<file path="src/core/hacp_pkg.sv">
package hacp_pkg;
  localparam int          CLK_HZ      = 40_000_000;     // System clock in Hz
  localparam int          BAUD_RATE   = 9600;           // Line rate in baud
  localparam int          BIT_CYCLES  = CLK_HZ / BAUD_RATE; // Cycles per bit, rounded down
  localparam int          VAL_W       = 16;             // Stored value width
  localparam int          NUM_TESTS   = 8;              // Test slots for samples and results
  localparam int          NUM_PORTS   = 2;              // Primary and differential port
  localparam int          KW_W        = 56;             // Keyword holds up to seven characters
  localparam int          NUM_ATTR    = 48;             // Six groups of eight slots
  localparam logic [7:0]  CH_CR       = 8'h0d;          // Carriage return
  localparam logic [7:0]  CH_SPACE    = 8'h20;          // Field separator
  localparam logic [7:0]  CH_DOT      = 8'h2e;          // Decimal point
  localparam logic [7:0]  CH_ZERO     = 8'h30;          // ASCII zero
  localparam logic [7:0]  CH_NINE     = 8'h39;          // ASCII nine
  localparam logic [2:0]  KW_MAX      = 3'h7;           // Keyword length limit
  // Keywords, right aligned ASCII
  localparam logic [KW_W-1:0] KW_ATTRIBUTE_READ_CMD  = 56'h0000000000_5241;
  localparam logic [KW_W-1:0] KW_ATTRIBUTE_WRITE_CMD = 56'h0000000000_5341;
  localparam logic [KW_W-1:0] KW_SAMPLE_CMD          = 56'h00_53414d504c45;
  localparam logic [KW_W-1:0] KW_RESULT_CMD          = 56'h00_524553554c54;
  localparam logic [KW_W-1:0] KW_SPAN_ZERO_COMPUTE_CMD = 56'h434f4d50534554;
  localparam logic [2:0]  NUM_PARAMS  = 3'h6;           // Parameter groups 0..5
  localparam logic [2:0]  PAR_CYC     = 3'h0;           // Cycle-time group
  localparam logic [2:0]  PAR_FREE    = 3'h1;           // Freeness group
  localparam logic [2:0]  ATT_SPAN    = 3'h0;           // Span attribute
  localparam logic [2:0]  ATT_ZERO    = 3'h1;           // Zero attribute
  localparam logic [2:0]  ATT_FILTER  = 3'h2;           // Freeness filter attribute
  localparam logic [15:0] FILTER_MIN  = 16'h0001;
  localparam logic [15:0] FILTER_MAX  = 16'h0009;
  localparam logic [3:0]  FILTER_RST  = 4'h1;           // Filter after reset
  localparam logic [15:0] VAL_SCALE   = 16'h000a;       // Values kept in tenths
  localparam logic [2:0]  DIG_UNITS   = 3'h3;           // Digit position before the point
  localparam logic [2:0]  DIG_LAST    = 3'h4;           // Tenths digit position

  typedef enum logic [1:0] {S_COLLECT, S_EXEC, S_DIGIT, S_SEND} hacp_state_t;

  // Number of attributes in each group
  function automatic logic [3:0] attr_count(input logic [2:0] par);
    case (par)
      3'h0: attr_count = 4'h4;
      3'h1: attr_count = 4'h4;
      3'h2: attr_count = 4'h7;
      3'h3: attr_count = 4'h4;
      3'h4: attr_count = 4'h2;
      3'h5: attr_count = 4'h1;
      default: attr_count = 4'h0;
    endcase
  endfunction : attr_count

  // Decimal weight of each printed digit, in tenths
  function automatic logic [15:0] pow10(input logic [2:0] idx);
    case (idx)
      3'h0: pow10 = 16'h2710;
      3'h1: pow10 = 16'h03e8;
      3'h2: pow10 = 16'h0064;
      3'h3: pow10 = 16'h000a;
      default: pow10 = 16'h0001;
    endcase
  endfunction : pow10
endpackage : hacp_pkg

</file>
<file path="src/core/hacp_uart.sv">
`timescale 1ns/1ps
module hacp_uart #(
  parameter int BIT_CYC = hacp_pkg::BIT_CYCLES   // Clock cycles per bit
) (
  input  wire logic       clock,
  input  wire logic       rstn,
  input  wire logic       rxd,
  input  wire logic       tx_valid,
  input  wire logic [7:0] tx_data,
  output logic            txd,
  output logic            tx_ready,
  output logic            rx_valid,
  output logic [7:0]      rx_data
);
  import hacp_pkg::*;
  localparam int CW = $clog2(BIT_CYC + 1);
  localparam logic [CW-1:0] FULL = CW'(BIT_CYC - 1);   // One bit time
  localparam logic [CW-1:0] HALF = CW'(BIT_CYC / 2);   // Centre of start bit

  logic          s1_reg, s2_reg, s3_reg, filt_reg, filt_next; // Pin synchroniser
  logic          rxb_reg, rxb_next;                           // Receiver busy
  logic [CW-1:0] rxc_reg, rxc_next;                           // Receive bit timer
  logic [3:0]    rxi_reg, rxi_next;                           // Receive bit index
  logic [7:0]    rxs_reg, rxs_next;                           // Receive shifter
  logic          rxv_next;
  logic [7:0]    rxd_next;
  logic          txb_reg, txb_next;                           // Transmitter busy
  logic [CW-1:0] txc_reg, txc_next;
  logic [3:0]    txi_reg, txi_next;
  logic [8:0]    txs_reg, txs_next;                           // Data then stop bit
  logic          txd_next;

  assign tx_ready = !txb_reg;

  // Next state for both directions
  always_comb begin
    // Level changes only once the second and third stages agree
    filt_next = (s2_reg == s3_reg) ? s3_reg : filt_reg;
    {rxb_next, rxc_next, rxi_next, rxs_next} = {rxb_reg, rxc_reg, rxi_reg, rxs_reg};
    rxv_next  = 1'b0;
    rxd_next  = rx_data;
    if (!rxb_reg) begin
      if (!filt_reg) begin // Start edge seen
        rxb_next = 1'b1;
        rxc_next = HALF;
        rxi_next = 4'h0;
      end
    end else if (rxc_reg != '0) begin
      rxc_next = rxc_reg - 1'b1;
    end else begin
      rxc_next = FULL;
      if (rxi_reg == 4'h0) begin
        rxb_next = !filt_reg; // A glitch, not a start bit, is dropped
        rxi_next = 4'h1;
      end else if (rxi_reg <= 4'h8) begin // Eight data bits, LSB first
        rxs_next = {filt_reg, rxs_reg[7:1]};
        rxi_next = rxi_reg + 4'h1;
      end else begin // One stop bit, no parity; framing errors lose the byte
        rxb_next = 1'b0;
        rxv_next = filt_reg;
        if (filt_reg) begin
          rxd_next = rxs_reg;
        end
      end
    end
    {txb_next, txc_next, txi_next, txs_next, txd_next} = {txb_reg, txc_reg, txi_reg, txs_reg, txd};
    if (!txb_reg) begin
      if (tx_valid) begin // Start bit goes out at once
        txb_next = 1'b1;
        txc_next = FULL;
        txi_next = 4'h0;
        txs_next = {1'b1, tx_data};
        txd_next = 1'b0;
      end
    end else if (txc_reg != '0) begin
      txc_next = txc_reg - 1'b1;
    end else if (txi_reg == 4'h9) begin
      txb_next = 1'b0; // Stop bit time over
    end else begin
      txc_next = FULL;
      txi_next = txi_reg + 4'h1;
      txd_next = txs_reg[0];
      txs_next = {1'b1, txs_reg[8:1]};
    end
  end

  // Registers
  always_ff @(posedge clock) begin
    if (!rstn) begin
      {s1_reg, s2_reg, s3_reg, filt_reg} <= 4'hf;
      {rxb_reg, rxc_reg, rxi_reg, rxs_reg} <= '0;
      {rx_valid, rx_data} <= '0;
      {txb_reg, txc_reg, txi_reg, txs_reg} <= '0;
      txd <= 1'b1; // Line idles high
    end else begin
      {s1_reg, s2_reg, s3_reg, filt_reg} <= {rxd, s1_reg, s2_reg, filt_next};
      {rxb_reg, rxc_reg, rxi_reg, rxs_reg} <= {rxb_next, rxc_next, rxi_next, rxs_next};
      {rx_valid, rx_data} <= {rxv_next, rxd_next};
      {txb_reg, txc_reg, txi_reg, txs_reg, txd} <= {txb_next, txc_next, txi_next, txs_next, txd_next};
    end
  end
endmodule : hacp_uart

</file>
<file path="src/core/hacp_cmd_parser.sv">
`timescale 1ns/1ps
module hacp_cmd_parser #(
  parameter int BIT_CYC = hacp_pkg::BIT_CYCLES,  // Cycles per serial bit
  parameter int N_TESTS = hacp_pkg::NUM_TESTS    // Test slots
) (
  input  wire logic                      clock,
  input  wire logic                      rstn,
  input  wire logic                      rx_pri,       // Primary port receive pin
  output logic                           tx_pri,       // Primary port transmit pin
  input  wire logic                      rx_diff,      // Differential port receive pair, after receiver
  output logic                           tx_diff,      // Differential port transmit, to driver
  input  wire logic [hacp_pkg::VAL_W-1:0] cycle_time,  // Current measured cycle time
  output logic [hacp_pkg::VAL_W-1:0]     time_span,    // Cycle-time span setting
  output logic [hacp_pkg::VAL_W-1:0]     time_zero,    // Cycle-time zero setting
  output logic [3:0]                     filter_len    // Freeness averaging depth
);
  import hacp_pkg::*;
  localparam int TW = $clog2(N_TESTS);

  logic [NUM_PORTS-1:0] rx_pins, tx_pins, rxv, txv, txr; // Per-port handshakes
  logic [7:0]           rxb [NUM_PORTS];                 // Received bytes
  hacp_state_t          state_reg, state_next;
  logic                 act_reg, act_next;               // A line is being collected
  logic                 port_reg, port_next;             // Port that owns the line
  logic [KW_W-1:0]      kw_reg, kw_next;                 // Keyword characters
  logic [2:0]           kwl_reg, kwl_next;
  logic [1:0]           fidx_reg, fidx_next;             // Current field
  logic                 ne_reg, ne_next;                 // Current field has characters
  logic                 err_reg, err_next;               // Line already malformed
  logic                 fm_reg, fm_next;                 // Past the decimal point
  logic                 fd_reg, fd_next;                 // Tenths digit taken
  logic [VAL_W-1:0]     ni_reg [3], ni_next [3];         // Integer part per argument
  logic [3:0]           nf_reg [3], nf_next [3];         // Tenths per argument
  logic [VAL_W-1:0]     rem_reg, rem_next;               // Value left to print
  logic [2:0]           pidx_reg, pidx_next;             // Digit position
  logic [3:0]           dig_reg, dig_next;
  logic                 st_reg, st_next;                 // A digit was printed
  logic [7:0]           chr_reg, chr_next;               // Character being sent
  logic [3:0]           flen_reg, flen_next;
  logic [VAL_W-1:0]     attr_mem [NUM_ATTR];             // Attribute settings
  logic [VAL_W-1:0]     samp_mem [N_TESTS];              // Cycle-time samples
  logic [VAL_W-1:0]     res_mem  [N_TESTS];              // Lab results
  logic                 sel, acc, attr_we, samp_we, res_we, comp_we, rd_ok;
  logic [7:0]           ch;
  logic [5:0]           aidx, attr_wa;
  logic [VAL_W-1:0]     attr_wd;
  logic [VAL_W-1:0]     fx [3];                          // Arguments in tenths
  logic [TW-1:0]        tidx;
  logic [2:0]           nfld;
  logic                 addr_ok, test_ok, val_ok;

  assign rx_pins = {rx_diff, rx_pri};
  assign tx_pri  = tx_pins[0];
  assign tx_diff = tx_pins[1];
  assign time_span  = attr_mem[{PAR_CYC, ATT_SPAN}];
  assign time_zero  = attr_mem[{PAR_CYC, ATT_ZERO}];
  assign filter_len = flen_reg;

  // One serial engine per port
  genvar g;
  for (g = 0; g < NUM_PORTS; g++) begin : g_port
    hacp_uart #(.BIT_CYC(BIT_CYC)) u_uart (
      .clock    (clock),
      .rstn     (rstn),
      .rxd      (rx_pins[g]),
      .tx_valid (txv[g]),
      .tx_data  (chr_reg),
      .txd      (tx_pins[g]),
      .tx_ready (txr[g]),
      .rx_valid (rxv[g]),
      .rx_data  (rxb[g])
    );
    // Answer only on the port that sent the line
    assign txv[g] = (state_reg == S_SEND) && (port_reg == g);
  end

  // Byte intake and decode of a complete line
  always_comb begin
    // The primary port wins a tie; the other port's byte is lost while a line is open
    sel = !(rxv[0] && (!act_reg || !port_reg));
    acc = (state_reg == S_COLLECT) && rxv[sel] && (!act_reg || port_reg == sel);
    ch  = rxb[sel];
    for (int k = 0; k < 3; k++) begin
      fx[k] = VAL_W'(ni_reg[k] * VAL_SCALE + VAL_W'(nf_reg[k]));
    end
    nfld    = {1'b0, fidx_reg} + {2'b0, ne_reg};
    aidx    = {ni_reg[0][2:0], ni_reg[1][2:0]};
    addr_ok = (ni_reg[0] < VAL_W'(NUM_PARAMS)) && (ni_reg[1] < VAL_W'(attr_count(ni_reg[0][2:0])));
    val_ok  = (aidx != {PAR_FREE, ATT_FILTER}) ||
              (nf_reg[2] == 4'h0 && ni_reg[2] >= FILTER_MIN && ni_reg[2] <= FILTER_MAX);
    test_ok = (ni_reg[0] != '0) && (ni_reg[0] <= VAL_W'(N_TESTS));
    tidx    = TW'(ni_reg[0] - 16'h0001);
    {rd_ok, attr_we, samp_we, res_we, comp_we} = '0;
    attr_wa = aidx;
    attr_wd = fx[2];
    if (state_reg == S_EXEC && !err_reg) begin
      case (kw_reg)
        KW_ATTRIBUTE_READ_CMD:    rd_ok   = (nfld == 3'h3) && addr_ok;
        KW_ATTRIBUTE_WRITE_CMD:   attr_we = (nfld == 3'h4) && addr_ok && val_ok;
        KW_SAMPLE_CMD:            samp_we = (nfld == 3'h2) && test_ok;
        KW_RESULT_CMD:            res_we  = (nfld == 3'h3) && test_ok;
        KW_SPAN_ZERO_COMPUTE_CMD: comp_we = (nfld == 3'h3);
        default: ;                                                     // Unknown keyword dropped
      endcase
    end
  end

  // Line parser and reply formatter
  always_comb begin
    state_next = state_reg;
    {act_next, port_next, kw_next, kwl_next} = {act_reg, port_reg, kw_reg, kwl_reg};
    {fidx_next, ne_next, err_next, fm_next, fd_next} = {fidx_reg, ne_reg, err_reg, fm_reg, fd_reg};
    ni_next = ni_reg;
    nf_next = nf_reg;
    {rem_next, pidx_next, dig_next, st_next, chr_next} = {rem_reg, pidx_reg, dig_reg, st_reg, chr_reg};
    flen_next = (attr_we && attr_wa == {PAR_FREE, ATT_FILTER}) ? ni_reg[2][3:0] : flen_reg;
    case (state_reg)
      S_COLLECT: begin
        if (acc) begin
          act_next  = 1'b1;
          port_next = act_reg ? port_reg : sel;
          if (ch == CH_CR) begin
            state_next = S_EXEC;
          end else if (ch == CH_SPACE) begin
            if (ne_reg) begin // Repeated spaces count once
              err_next  = err_reg || (fidx_reg == 2'h3);
              fidx_next = fidx_reg + 2'h1;
              {ne_next, fm_next, fd_next} = 3'b000;
            end
          end else if (fidx_reg == 2'h0) begin
            ne_next  = 1'b1;
            err_next = err_reg || (kwl_reg == KW_MAX);
            kw_next  = {kw_reg[KW_W-9:0], ch};
            kwl_next = kwl_reg + 3'h1;
          end else begin
            ne_next = 1'b1;
            if (ch >= CH_ZERO && ch <= CH_NINE) begin
              if (!fm_reg) begin // Overlong numbers wrap at the value width
                ni_next[fidx_reg - 2'h1] = VAL_W'(ni_reg[fidx_reg - 2'h1] * VAL_SCALE + VAL_W'(ch - CH_ZERO));
              end else if (!fd_reg) begin // Digits past tenths are truncated
                nf_next[fidx_reg - 2'h1] = 4'(ch - CH_ZERO);
                fd_next = 1'b1;
              end
            end else if (ch == CH_DOT && !fm_reg) begin
              fm_next = 1'b1;
            end else begin
              err_next = 1'b1;
            end
          end
        end
      end
      S_EXEC: begin
        // Clear the line whatever the outcome
        {act_next, kw_next, kwl_next, fidx_next, ne_next, err_next, fm_next, fd_next} = '0;
        ni_next = '{default: '0};
        nf_next = '{default: '0};
        state_next = rd_ok ? S_DIGIT : S_COLLECT;
        rem_next   = attr_mem[aidx];
        {pidx_next, dig_next, st_next} = '0;
      end
      S_DIGIT: begin
        // Repeated subtraction: slow but far faster than the line
        if (rem_reg >= pow10(pidx_reg)) begin
          rem_next = rem_reg - pow10(pidx_reg);
          dig_next = dig_reg + 4'h1;
        end else if (dig_reg != 4'h0 || st_reg || pidx_reg >= DIG_UNITS) begin
          chr_next   = CH_ZERO + {4'h0, dig_reg};
          st_next    = 1'b1;
          state_next = S_SEND;
        end else begin // Leading zero suppressed
          pidx_next = pidx_reg + 3'h1;
        end
      end
      S_SEND: begin
        if (txr[port_reg]) begin
          if (chr_reg == CH_CR) begin
            state_next = S_COLLECT;
          end else if (pidx_reg == DIG_UNITS && chr_reg != CH_DOT) begin
            chr_next = CH_DOT;
          end else if (pidx_reg == DIG_LAST) begin
            chr_next = CH_CR;
          end else begin
            pidx_next  = pidx_reg + 3'h1;
            dig_next   = 4'h0;
            state_next = S_DIGIT;
          end
        end
      end
      default: state_next = S_COLLECT;
    endcase
  end

  // Parser registers
  always_ff @(posedge clock) begin
    if (!rstn) begin
      state_reg <= S_COLLECT;
      {act_reg, port_reg, kw_reg, kwl_reg, fidx_reg, ne_reg, err_reg, fm_reg, fd_reg} <= '0;
      ni_reg <= '{default: '0};
      nf_reg <= '{default: '0};
      {rem_reg, pidx_reg, dig_reg, st_reg, chr_reg} <= '0;
      flen_reg <= FILTER_RST;
    end else begin
      state_reg <= state_next;
      {act_reg, port_reg, kw_reg, kwl_reg} <= {act_next, port_next, kw_next, kwl_next};
      {fidx_reg, ne_reg, err_reg, fm_reg, fd_reg} <= {fidx_next, ne_next, err_next, fm_next, fd_next};
      ni_reg <= ni_next;
      nf_reg <= nf_next;
      {rem_reg, pidx_reg, dig_reg, st_reg, chr_reg} <= {rem_next, pidx_next, dig_next, st_next, chr_next};
      flen_reg <= flen_next;
    end
  end

  // Settings store; all writes come from a checked line only
  always_ff @(posedge clock) begin
    if (!rstn) begin
      attr_mem <= '{default: '0};
      attr_mem[{PAR_FREE, ATT_FILTER}] <= VAL_W'(FILTER_RST) * VAL_SCALE;
      samp_mem <= '{default: '0};
      res_mem  <= '{default: '0};
    end else begin
      if (attr_we) begin
        attr_mem[attr_wa] <= attr_wd;
      end
      if (samp_we) begin
        samp_mem[tidx] <= cycle_time;
      end
      if (res_we) begin
        res_mem[tidx] <= fx[1];
      end
      if (comp_we) begin // Two-point fit from tests 1 and 2
        attr_mem[{PAR_FREE, ATT_SPAN}] <= fx[0];
        attr_mem[{PAR_FREE, ATT_ZERO}] <= fx[1];
        attr_mem[{PAR_CYC, ATT_SPAN}]  <= samp_mem[1] - samp_mem[0];
        attr_mem[{PAR_CYC, ATT_ZERO}]  <= (res_mem[0] <= res_mem[1]) ? samp_mem[0] : samp_mem[1];
      end
    end
  end
endmodule : hacp_cmd_parser

</file>
<file path="config.mk">
export PLATFORM = sky130hd
export DESIGN_NAME = hacp_cmd_parser
export DESIGN_NICKNAME = d
export VERILOG_FILES = /design/src/core/hacp_pkg.sv /design/src/core/hacp_uart.sv /design/src/core/hacp_cmd_parser.sv
export SDC_FILE = /design/constraint.sdc
export NUM_CORES = 2
export LEC_CHECK = 0
export BUFFER_PORTS_ARGS = -buffer_cell sky130_fd_sc_hd__buf_2
export CELL_PAD_IN_SITES_DETAIL_PLACEMENT = 1
export CELL_PAD_IN_SITES_GLOBAL_PLACEMENT = 1
export CORE_MARGIN = 1
export CORE_UTILIZATION = 36
export DETAILED_ROUTE_END_ITERATION = 10
export PLACE_DENSITY_LB_ADDON = 0.1
export SLEW_MARGIN = 25
export SYNTH_ARGS = -nofsm -noshare
export SYNTH_HDL_FRONTEND = slang
export SYNTH_SLANG_ARGS = --single-unit
</file>
<file path="constraint.sdc">
create_clock -name clock -period 5.01 [get_ports clock]
set_input_delay 0.7515 -clock clock [delete_from_list [all_inputs] [get_ports clock]]
set_output_delay 0.7515 -clock clock [all_outputs]
set_load 0.01 [all_outputs]
</file>
==> impl_metrics.tcl <==
set metrics [dict create \
    status "completed" \
    die_x_um 396 \
    power_report.internal_total_mw 14.9 \
    synth_seq_cells 1129 \
    die-area_mm2 0.157 \
    io-pin-count 58 \
    drive_above_1_share 0.109 \
    h-tree-depth 4 \
    num-nets-final 7060 \
    cts_made_buffers 140 \
    core_area_mm2 0.154 \
    clock_tree.buffer_depth 3 \
    largest_net_degree_at_the_start_of_global_routing 207 \
    critical_path.startpoint_type "flip-flop" \
    critPathBufInv 2 \
    crit_path_top_delay_cell "sky130_fd_sc_hd__or4b_1" \
    grt_overflow 0 \
    seqPwrFrac 0.464 \
    syn_inst 6911 \
    port_buffers 57 \
    worst_setup_hold_path_clk_slew_ns 0.06 \
    holdWs_ns 0.140 \
    pwr_density_cell_mw_per_mm2 306 \
    post_cts_hold_buffer_count 0 \
    worst_vdd_drop_mv 0.348 \
    synth_top_cells_by_area "sky130_fd_sc_hd__dfxtp_1 (41%), sky130_fd_sc_hd__nand2_1 (11%), sky130_fd_sc_hd__a21oi_1 (8.3%), sky130_fd_sc_hd__ha_1 (4.4%), sky130_fd_sc_hd__mux2i_1 (3.9%)" \
    synth.net_count 7136 \
    max_cap_viol_count 0 \
    final_min_period_over_clock_period 0.935 \
    timing.max_slew.rel_slack 0.167 \
    gr-usage-all-layers 0.293 \
    cts_post_setup_buffers_inserted 0 \
    timing.critical_path.cells "inv_1 -> ha_4 -> buf_6 -> mux2i_1 -> o21ai_1 -> ha_1 -> fa_1 -> a21o_1 -> a21oi_1 -> o21bai_1 -> a21oi_2 -> o21bai_1 -> a21oi_1 -> o21bai_1 -> a21oi_1 -> xnor2_1 -> ha_1 -> a21oi_1 -> o21ai_2 -> or4b_1 -> nand3_1" \
    layout.cells.most_common_list "sky130_fd_sc_hd__nand2_1 (1,633), sky130_fd_sc_hd__dfxtp_1 (1,121), sky130_fd_sc_hd__a21oi_1 (928)" \
    post-synth-top-area-cell "sky130_fd_sc_hd__dfxtp_1" \
    synth.lib_cells_used.distinct 107 \
    clock_root_cell "sky130_fd_sc_hd__clkbuf_16" \
    final.min_clock_period_ns 4.69 \
    cts_tree "done" \
    capturing_element_type_of_the_critical_path "flip-flop" \
    worst_clock_skew_ns 0.0367 \
    drt-wirelength-per-cell_um 26.1 \
    critPathArrivalTime_ns 5.42 \
    path_delay_family "compound AO/OA/AOI/OAI gates" \
    place_hpwl_um 157000 \
    final.fill_count 18300 \
    routed_via_density 5.80 \
    area_delta_synth_final_pct 13.5 \
    synth_top_area_share 0.405 \
    worst_margin_pin_slew_ns 1.25 \
    tns_ns 0 \
    mostFrequentLayoutCell "sky130_fd_sc_hd__nand2_1" \
    required_ns 5.75 \
    clk-insertion-delay-late_ns 0.80 \
    detailedRoute.firstPassIterationCount 6 \
    ys_async_sr_fraction 0 \
    comb_power_share 0.011 \
    critical_path.max_stage_delay_ns 0.47 \
    cts_num_sinks 1129 \
    routabilityCongestion 0.881 \
    critical_path.max_fanout 11 \
    holdCritPathClass "in2reg" \
    start_util 0.363 \
    synth_edf_count 0 \
    largest_register_ff_count 736 \
    number_of_slew_limit_violations_in_the_final_report 0 \
    drc 0 \
    synthFlopType "sky130_fd_sc_hd__dfxtp_1" \
    worstSetupPathType "reg2reg" \
    yosysWarningCount 0 \
    vias 52100 \
    placementRows 144 \
    rsz0062_at_grt "false" \
    antenna_found_initial 6 \
    syn-cell-area_mm2 0.0558 \
    synth_seq_area_share 0.405 \
    power_switching_share 0.232 \
    average_size_of_a_mapped_cell_um2 8.07 \
    finalSetupViolations 0 \
    grt_first_pass_wirelength_um 348000 \
    ant_nets 0 \
    max_freq_ghz 0.213 \
    power.net_switching_mw 4.50 \
    vias_in_the_first_global_route 52100 \
    drt_wl_total_um 235000 \
    drt_first_iter_violations 3999 \
    critPathMostFrequentCell "sky130_fd_sc_hd__a21oi_1" \
    vertical_die_dimension_um 396 \
    total_leakage_power_nw 22.1 \
    finalHoldViolCount 0 \
    p_clk_frac 0.526 \
]
area by class of cell:
| type | count | area, um^2 | share of cell area |
|---|---|---|---|
| Sequential cell | 1129 | 22600 | 0.357 |
| Clock inverter | 46 | 457 | 0.00721 |
| Multi-Input combinational cell | 5129 | 30600 | 0.483 |
| Timing Repair Buffer | 317 | 2560 | 0.0404 |
| Inverter | 118 | 450 | 0.00712 |
| Tap cell | 2044 | 2560 | 0.0404 |
| Clock buffer | 202 | 4060 | 0.0642 |
| Antenna cell | 2 | 5.00 | 0.0000791 |
cells in the mapped netlist, types with 38 or more instances:
cell / count
sky130_fd_sc_hd__nor2_1: 453
sky130_fd_sc_hd__dfxtp_1: 1129
sky130_fd_sc_hd__o21ai_0: 149
sky130_fd_sc_hd__nand4_1: 38
sky130_fd_sc_hd__mux2i_1: 216
sky130_fd_sc_hd__a221oi_1: 54
sky130_fd_sc_hd__a22o_1: 44
sky130_fd_sc_hd__xnor2_1: 76
sky130_fd_sc_hd__a211oi_1: 133
sky130_fd_sc_hd__nand3_1: 182
sky130_fd_sc_hd__a22oi_1: 183
sky130_fd_sc_hd__a31oi_1: 38
sky130_fd_sc_hd__xor2_1: 56
sky130_fd_sc_hd__buf_4: 43
sky130_fd_sc_hd__inv_1: 113
sky130_fd_sc_hd__ha_1: 195
sky130_fd_sc_hd__a21oi_1: 929
sky130_fd_sc_hd__nand2_1: 1633
sky130_fd_sc_hd__mux2_2: 44
sky130_fd_sc_hd__buf_2: 116
sky130_fd_sc_hd__clkbuf_1: 314
sky130_fd_sc_hd__nor3_1: 67
stage by stage:
step                std cells  cell area (um^2)  power, mW  worst slack [ns]  utilization
floorplan                6911             55800       9.32            0.0178            -
global placement         8737             58700       9.39        -0.0000684        0.382
detailed placement       8737             58700       9.39           -0.0763        0.382
CTS                      8985             63200       19.5           0.00388        0.411
global route             8985             63300       19.9            0.0209        0.411
finish                   8987             63300       19.4             0.325        0.411
timing repair:
item | 4_1_cts | 5_1_grt
pin swaps | 0 | 1
endpoints found under the setup margin | 3 | 6
resized for setup | 2 | 6
worst paths after layout:
check / from / end / slack (ns) / depth (start not counted)
worst max-delay path: fidx_reg[1]$_SDFFE_PN0P_ / ni_reg[47]$_SDFFE_PN0P_ / 0.32 / 21
worst min-delay path: rx_diff / g_port[1].u_uart.s1_reg$_SDFF_PN1_ / 0.14 / 2
worst max register to register: fidx_reg[1]$_SDFFE_PN0P_ / ni_reg[47]$_SDFFE_PN0P_ / 0.32 / 21
worst min register to register: attr_mem[139]$_SDFFE_PN0P_ / attr_mem[139]$_SDFFE_PN0P_ / 0.45 / 2
routing by layer:
metal | vias to the layer above | GRT usage | part of all wire
met5 | - | 0 | 0.000098
met4 | 4 | 0.105 | 0.037
met3 | 416 | 0.0456 | 0.056
met2 | 1385 | 0.478 | 0.46
met1 | 26200 | 0.389 | 0.44
li1 | 24000 | - | -
power groups by stage:
stage | clock network, mW | registers (mW) | logic (mW)
3_3_place_gp | 0 | 9.18 | 0.212
3_5_place_dp | 0 | 9.18 | 0.212
2_1_floorplan | 0 | 9.18 | 0.136
4_1_cts | 10.4 | 8.98 | 0.212
6_report | 10.2 | 8.98 | 0.211
5_1_grt | 10.7 | 8.98 | 0.225
logic make-up (layout without fill, tap and decap cells):
group	Yosys count	count (layout)	synth area share
AO/OA/AOI/OAI	1808	1808	0.201
AND/OR/NAND/NOR	2699	2699	0.215
buffers and inverters	653	683	0.0531
XOR/XNOR	133	133	0.0211
flip-flops	1129	1129	0.405
multiplexers	284	284	0.0573
adder cells (fa/ha/maj)	205	205	0.0473
other	0	2	0
No activity file was read; power rests on OpenSTA's default activity.
